[src/imp_defines.svh]
// Constants for the indexed move and push literal execution block
`ifndef IMP_DEFINES_SVH
`define IMP_DEFINES_SVH

`define IMP_ADDR_W        12
`define IMP_DATA_W        8
`define IMP_OFS_W         7
`define IMP_ADDR_MAX      12'h0FFF
`define IMP_FP_RESET      12'h0000
`define IMP_SRC_ZERO      8'h00
// Indirect-addressing registers (indirect, post-dec, post-inc, pre-inc, plusw)
`define IMP_IND_LO        12'h0FD9
`define IMP_IND_HI        12'h0FEF
`define IMP_IND_STEP      12'h0008
`define IMP_IND_SPAN      12'h0004
`define IMP_PCL_ADDR      12'h0FF9
`define IMP_TOP_OF_STACK_LOW_ADDR     12'h0FFD
`define IMP_TOP_OF_STACK_HIGH_ADDR     12'h0FFE
`define IMP_TOP_OF_STACK_UPPER_ADDR     12'h0FFF

`endif

[src/imp_pkg.sv]
// Types for the indexed move and push literal execution block
package imp_pkg;

    typedef enum logic [1:0] {
        IMP_IDLE,
        IMP_MOVE_RD,
        IMP_MOVE_WR
    } imp_state_t;

    typedef struct packed {
        logic        move_go;
        logic [6:0]  src_ofs;
        logic [6:0]  dst_ofs;
        logic        push_go;
        logic [7:0]  literal;
    } imp_cmd_t;

    typedef struct packed {
        logic        we;
        logic        re;
        logic [11:0] addr;
        logic [7:0]  wdata;
    } imp_mem_t;

    typedef struct packed {
        imp_state_t  state;
        logic [11:0] frame_pointer_reg;
        logic [11:0] dst_addr;
        logic        dst_bad;
        imp_mem_t    mem;
        logic        done;
        logic        nop;
    } imp_regs_t;

endpackage

[src/imp_exec.sv]
// Executes the indexed-to-indexed move and the push literal instructions
`include "imp_defines.svh"

// ****************************************
// Timing
// ****************************************
// Edges are counted from the edge on which a request is taken.
// Push: taken on the edge where the block is idle and push_go is high.
//   +1 write strobe, the old pointer as address, the literal as data,
//      done high, and the pointer already one lower.
//   Pushes may follow each other on every clock.
// Move: taken on the edge where the block is idle, push_go is low and
//   move_go is high. Push wins when both are raised together.
//   +1 read strobe with the source address, busy high
//   +2 read strobe held, memory presents the source byte
//   +3 write strobe with the destination address, done, busy low
// The read data is sampled on the edge that leaves the second read
//   cycle, so a synchronous memory with one cycle of latency fits.
// Requests raised while busy are dropped without any indication.
//   A move must therefore wait for busy to fall.
// A pointer load is taken only while idle; a push in the same cycle
//   wins and decrements the old pointer.
// Indirect registers come in three banks of five, one bank every
//   eight addresses. A source there reads as zero and no memory read
//   is issued; a destination there turns the move into a no-operation
//   that still pulses done, together with nop.
// Addresses wrap modulo 4096, so offsets past the top land low.
// Writes to the program counter or stack bytes are not caught here:
//   the program must not aim a move at them.
// Reset is synchronous and active low: strobes and pulses low, the
//   pointer at 000h, and the first request taken on the first edge
//   after release.
// done, nop and the write strobe are one-cycle pulses; the read strobe
//   stands two cycles; address and data hold until the next access.
// Neither instruction touches any status flag.

module imp_exec (
    // Clock and reset
    input  wire logic            clk_i,
    input  wire logic            resetn_i,
    // Decoded instruction
    input  wire imp_pkg::imp_cmd_t cmd_i,
    // Frame pointer load from register file
    input  wire logic            fp_load_i,
    input  wire logic [11:0]     fp_value_i,
    // Data memory
    output imp_pkg::imp_mem_t    mem_o,
    input  wire logic [7:0]      mem_rdata_i,
    // Status
    output logic                 busy_o,
    output logic                 done_o,
    output logic                 nop_o,
    output logic [11:0]          frame_pointer_reg_o
);

    // ****************************************
    // Address helpers
    // ****************************************
    function automatic logic [11:0] fp_plus(input logic [11:0] fp,
                                            input logic [6:0] ofs);
        fp_plus = 12'(fp + {5'h0_0, ofs});
    endfunction

    // One bank of indirect registers: five addresses from its base
    function automatic logic in_bank(input logic [11:0] a,
                                     input logic [11:0] base);
        logic [11:0] rel;
        rel = 12'(a - base);
        in_bank = (a >= base) && (rel <= `IMP_IND_SPAN);
    endfunction

    // Any indirect register, whatever its access flavour
    function automatic logic is_indirect(input logic [11:0] a);
        logic [11:0] base0;
        logic [11:0] base1;
        logic [11:0] base2;
        base0 = `IMP_IND_LO;
        base1 = 12'(`IMP_IND_LO + `IMP_IND_STEP);
        base2 = 12'(`IMP_IND_LO + (`IMP_IND_STEP << 1));
        is_indirect = in_bank(a, base0)
                      || in_bank(a, base1)
                      || in_bank(a, base2);
    endfunction

    // ****************************************
    // State
    // ****************************************
    imp_pkg::imp_regs_t r;
    imp_pkg::imp_regs_t next_r;

    // ****************************************
    // Request decode
    // ****************************************
    logic        idle;
    logic        take_push;
    logic        take_move;
    logic        take_load;

    assign idle = (r.state == imp_pkg::IMP_IDLE);
    // Push has priority over move in the same cycle
    assign take_push = idle && cmd_i.push_go;
    assign take_move = idle && !cmd_i.push_go && cmd_i.move_go;
    assign take_load = idle && fp_load_i;

    // ****************************************
    // Datapath
    // ****************************************
    logic [11:0] move_src;
    logic [11:0] move_dst;
    logic        src_ind;
    logic        dst_ind;
    logic [11:0] fp_dec;
    logic [7:0]  move_byte;
    logic        move_we;
    logic        move_nop;

    assign move_src = fp_plus(r.frame_pointer_reg, cmd_i.src_ofs);
    assign move_dst = fp_plus(r.frame_pointer_reg, cmd_i.dst_ofs);
    assign src_ind = is_indirect(move_src);
    assign dst_ind = is_indirect(move_dst);
    assign fp_dec = 12'(r.frame_pointer_reg - 12'h0001);
    // Source byte as captured at the end of the second read cycle
    assign move_byte = r.mem.re ? mem_rdata_i : `IMP_SRC_ZERO;
    assign move_we = ~r.dst_bad;
    assign move_nop = r.dst_bad;

    // ****************************************
    // Next state
    // ****************************************
    always_comb begin
        next_r = r;
        // Pulses and strobes last one cycle unless a state renews them
        next_r.done = 1'b0;
        next_r.nop = 1'b0;
        next_r.mem.we = 1'b0;
        next_r.mem.re = 1'b0;
        unique case (r.state)
            imp_pkg::IMP_IDLE: begin
                // Idle: a pointer load, then at most one instruction
                if (take_load) begin
                    next_r.frame_pointer_reg = fp_value_i;
                end
                if (take_push) begin
                    next_r.mem.we = 1'b1;
                    next_r.mem.addr = r.frame_pointer_reg;
                    next_r.mem.wdata = cmd_i.literal;
                    next_r.frame_pointer_reg = fp_dec;
                    next_r.done = 1'b1;
                end else if (take_move) begin
                    // No memory read for an indirect source
                    next_r.dst_addr = move_dst;
                    next_r.dst_bad = dst_ind;
                    next_r.mem.re = ~src_ind;
                    next_r.mem.addr = move_src;
                    next_r.mem.wdata = `IMP_SRC_ZERO;
                    next_r.state = imp_pkg::IMP_MOVE_RD;
                end
            end
            imp_pkg::IMP_MOVE_RD: begin
                next_r.state = imp_pkg::IMP_MOVE_WR;
            end
            imp_pkg::IMP_MOVE_WR: begin
                // Data returns one cycle after the read strobe
                next_r.mem.addr = r.dst_addr;
                next_r.mem.wdata = move_byte;
                next_r.mem.we = move_we;
                next_r.nop = move_nop;
                next_r.done = 1'b1;
                next_r.state = imp_pkg::IMP_IDLE;
            end
        endcase
        // The read strobe stands through both read cycles
        if (r.state == imp_pkg::IMP_MOVE_RD) begin
            next_r.mem.re = r.mem.re;
        end
    end

    // ****************************************
    // Registers
    // ****************************************
    always_ff @(posedge clk_i) begin
        if (!resetn_i) begin
            r.state <= imp_pkg::IMP_IDLE;
            r.frame_pointer_reg <= `IMP_FP_RESET;
            r.dst_addr <= 12'h0000;
            r.dst_bad <= 1'b0;
            r.mem <= '0;
            r.done <= 1'b0;
            r.nop <= 1'b0;
        end else begin
            r <= next_r;
        end
    end

    // ****************************************
    // Outputs
    // ****************************************
    assign mem_o = r.mem;
    assign busy_o = !idle;
    assign done_o = r.done;
    assign nop_o = r.nop;
    assign frame_pointer_reg_o = r.frame_pointer_reg;

endmodule

[config.mk]
export PLATFORM = sky130hd
export DESIGN_NAME = imp_exec
export DESIGN_NICKNAME = d
export VERILOG_FILES = /design/src/imp_pkg.sv /design/src/imp_exec.sv
export VERILOG_INCLUDE_DIRS = /design/src
export SDC_FILE = /design/constraint.sdc
export NUM_CORES = 1
export LEC_CHECK = 0
export BUFFER_PORTS_ARGS = -buffer_cell sky130_fd_sc_hd__buf_2
export CAP_MARGIN = 25
export CORE_ASPECT_RATIO = 1.2
export CORE_MARGIN = 5
export CORE_UTILIZATION = 35
export DETAILED_ROUTE_END_ITERATION = 16
export RECOVER_POWER = 50
export SLEW_MARGIN = 0
export SYNTH_ARGS = -nofsm -noshare
export SYNTH_HDL_FRONTEND = slang
export SYNTH_SLANG_ARGS = --single-unit
[constraint.sdc]
create_clock -name clk_i -period 2.52 [get_ports clk_i]
set_clock_uncertainty 0.15 [all_clocks]
set_input_delay 0.126 -clock clk_i [delete_from_list [all_inputs] [get_ports clk_i]]
set_output_delay 0.126 -clock clk_i [all_outputs]
set_load 0.03 [all_outputs]
==> metrics.sh <==
CRITPATHMAXSTAGEDELAY_NS=0.38
LAYOUT_COMMONEST_CELL='sky130_fd_sc_hd__dfxtp_1'
MAXIMUM_ROOT_TO_SINK_BUFFER_COUNT=2
HOLD_END='frame_pointer_reg_o[4]'
CTS_ROOT_BUFFER='sky130_fd_sc_hd__clkbuf_16'
R2R-START='frame_pointer_reg_o[1]'
ANTENNADIODECOUNT=0
CTS_SINKS=51
FMAX_GHz=0.412
TOTAL_COUNT_OF_HOLD_CHECK_FAILURES_IN_THE_FINAL_REPORT=0
SYNTH_TOP_FLOP_CELL='sky130_fd_sc_hd__dfxtp_1'
VIAS_IN_THE_FIRST_GLOBAL_ROUTE=3340
FLOORPLAN.IO_PINS=84
SYNTH.CELL_AREA_UM2=3590
HOLDCRITSTARTPOINT='fp_load_i'
WORSTPATHREQUIRED_NS=2.54
FLOORPLAN.DIE.WIDTH_UM=103
YS_ASYNC_SR_FRACTION_PCT=0
SYNTH.YOSYS.SEQ_AREA_SHARE_PCT=28.4
HOLDPATHSTAGES=3
SYNTH_WARNINGS=0
LEAST_MARGIN_PIN_SLEW_NS=0.773
POST_DRT_VIA_CELL_RATIO=5.55
CRITPATHCAPTURETYPE='register'
POWER.IR.VDD_WORST_mV=0.500
WORST-SETUP-PATH-TYPE='reg -> reg'
TIMING.REG2REG.WORST_PATH_DEPTH=8
RSZ0062_AT_GRT='false'
TOTAL_LEAKAGE_POWER_nW=1.78
DIE_HEIGHT_UM=121
SETUP.REG_TO_REG.WORST_SLACK_NS=0.09
PLACEMENT.IO_BUFFERS=83
YOSYSUNIQUECELLTYPES=59
H_TREE_DEPTH=2
WIRE_PER_INST_UM=17.4
VIAS=3462
CRIT_CHAIN='buf_4 -> ha_1 -> a211o_1 -> a2111o_1 -> o311ai_0 -> o2111ai_1 -> o31ai_1 -> a31oi_1'
SYNTH_ENABLE_FLOP_CELLS=0
SYNTH_TOP_CELLS_BY_AREA='sky130_fd_sc_hd__dfxtp_1 28%, sky130_fd_sc_hd__buf_4 7.3%, sky130_fd_sc_hd__ha_1 6.6%'
CTS_MADE_BUFFERS=5
NUM-NETS-FINAL=566
MAX-SLEW-MARGIN-REL_PCT=48.5
PLACE_HPWL_UM=8200
REPORT.FINAL.SETUP_VIOL=0
FP.COREAREA_UM2=10000
ANTENNA_FOUND_INITIAL=0
ROUTE.ANTENNA.REMAINING_NETS=0
PLACE_INST=616
MIN_TCLK_POST_ROUTE_NS=2.43
CRIT_PATH_START_KIND='register'
SYN-INSTANCE-COUNT=444
PATH_DELAY_FAMILY='compound AO/OA/AOI/OAI gates'
NUMBER_OF_ROWS_CREATED_AT_FLOORPLAN=40
HOLD_PATH_CLASS='in -> reg'
CONGESTION_OVERFLOW_GR=0
PLACE_WS_NS=0.0192
SYNTH-SEQ-CELLS=51
INSERTION_DELAY_NS=0.29
MAX_CAP_VIOLATIONS=0
SYNTH_FP_NETS=512
TRITONCTS_CLOCK_TREE='done'
FINISH.CELL_COUNT_WITHOUT_FILLERS=624
REG2REG_TO='mem_o[20]'
POSTROUTEWIRELENGTH_UM=10800
FINALPOWER_W=0.00425
DRT-PASS1-ITER-COUNT=5
FP.DIEAREA_UM2=12400
CP_MAX_FO=4
GLOBALPLACE.CONGESTION=0.879
GRT_START_MAX_NET_PINS=51
SYNTHTOLAYOUTAREAGROWTH_PCT=15.7
DRT_DRC_VIOLATIONS_LEFT=0
MULTIINPUTGATEAREA_UM2=2170
CRIT_ARRIVAL_NS=2.45
SYNTH_LARGEST_TYPE_AREA_FRACTION_PCT=28.4
FINAL_CORE_UTILIZATION_PCT=41.6
TIMING.FINAL.CRIT_SHARE_PCT=96.3
REPORT.FINAL.SLEW_VIOL_COUNT=0
FINAL-SEQ-AREA_UM2=1020
GR-USAGE-ALL-LAYERS_PCT=17.4
CRIT_PATH_TOP_DELAY_CELL='sky130_fd_sc_hd__a2111o_1'
FIN_TNS_SETUP_NS=0
CRITICAL_PATH_BUFFERS_AND_INVERTERS=1
HIGHEST_COUNT_CELLS_IN_THE_LAYOUT_IGNORING_FILL_AND_TAPS='50 x sky130_fd_sc_hd__dfxtp_1, 48 x sky130_fd_sc_hd__buf_2, 39 x sky130_fd_sc_hd__clkbuf_1'
SHARE_OF_LAYOUT_CELLS_ABOVE_DRIVE_STRENGTH_1_PCT=19.7
NFILLCELLS=1042
DRT_ITER0_DRC=264
WIRE_LENGTH_OF_THE_FIRST_GLOBAL_ROUTING_PASS_UM=16900
CLK_PIN_SLEW_WORST_PATHS_NS=0.07
STATUS='finished clean'
SETUP_SLACK_NS=0.0928
POWER_PER_CELL_AREA_nW_PER_UM2=1020
POST_SYNTH.CELL_AREA_AVG_UM2=8.10
INITIAL_CORE_UTIL_PCT=35.9
POST-SYNTH-TOP-AREA-CELL='sky130_fd_sc_hd__dfxtp_1'
routing by layer:
layer | track usage [%] | vias to the layer above | share of wire, %
met5 | 0 | - | 0
met4 | 6.81 | 0 | 3.2
met3 | 3.22 | 18 | 7.4
met2 | 28.7 | 127 | 47
met1 | 22.1 | 1618 | 42
li1 | - | 1699 | -
power breakdown:
| part | switching [W] | internal [W] |
|---|---|---|
| registers | 0.000158 | 0.000998 |
| logic | 0.00147 | 0.000845 |
| clock network | 0.000316 | 0.000464 |
| total | 0.00194 | 0.00231 |
cells in the mapped netlist, drive strengths merged (8+ instances only):
library cell and number:
ha 19, o211a 14, xnor2 14, nor3 14, a21oi 36, clkbuf 24, a21boi 8, o21ai 30
a22oi 16, nor2 19, inv 18, dfxtp 51, buf 40, nand2 38
what timing repair did:
action                     in CTS  in global routing
cloned                          0                  0
hold buffers                    0                  0
pin swaps                       0                  7
resized for setup               2                  9
setup endpoints to repair       1                  9
setup buffers                   0                  1
kinds of logic after synthesis:
family | count (synthesis) | synth area share [%]
muxes | 2 | 0.557
buffers and inverters | 83 | 12.8
and+or+nand+nor | 112 | 15.3
AOI/OAI and AO/OA | 156 | 30.5
adders and majority gates | 21 | 7.73
xor gates and xnor gates | 19 | 4.63
DFF | 51 | 28.4
how the worst max path moves through the flow:
stage                           startpoint  cells past startpoint   endpoint
floorplan           frame_pointer_reg_o[0]                      9  mem_o[16]
global placement    frame_pointer_reg_o[0]                      9  mem_o[16]
detailed placement  frame_pointer_reg_o[0]                      9  mem_o[20]
CTS                 frame_pointer_reg_o[0]                      9   move_nop
global route        frame_pointer_reg_o[4]                      7  mem_o[15]
finish              frame_pointer_reg_o[1]                      8  mem_o[20]
sequential cells by signal (all words and copies together) (netlist names):
register / flops
frame_pointer_reg_o: 12
move_nop: 1
done_o: 1
nop_o: 1
mem_o: 22
r: 14
area by class of cell:
cell class | instances | area share, %
flip-flops and latches | 51 | 24.6
well taps | 126 | 3.79
inverters | 19 | 1.71
repair buffers | 111 | 13.9
multi-input cells | 310 | 52.1
clock buffers | 5 | 3.01
clock inverters | 2 | 0.903
through the flow:
| stage | hold WS [ns] | area, um2 |
|---|---|---|
| detailed placement | 0.308 | 4000 |
| CTS | 0.0256 | 4170 |
| floorplan | 0.110 | 3590 |
| global route | 0.0479 | 4160 |
| finish | 0.0231 | 4160 |
| global placement | 0.305 | 4000 |
worst reg2reg max path: stages, from the launching register on:
cell and delay [ns]:
sky130_fd_sc_hd__dfxtp_1 0.33, sky130_fd_sc_hd__buf_4 0.14, sky130_fd_sc_hd__ha_1 0.27, sky130_fd_sc_hd__a211o_1 0.35, sky130_fd_sc_hd__a2111o_1 0.38, sky130_fd_sc_hd__o311ai_0 0.20, sky130_fd_sc_hd__o2111ai_1 0.20, sky130_fd_sc_hd__o31ai_1 0.14
sky130_fd_sc_hd__a31oi_1 0.14
No activity file was read; power rests on OpenSTA's default activity.
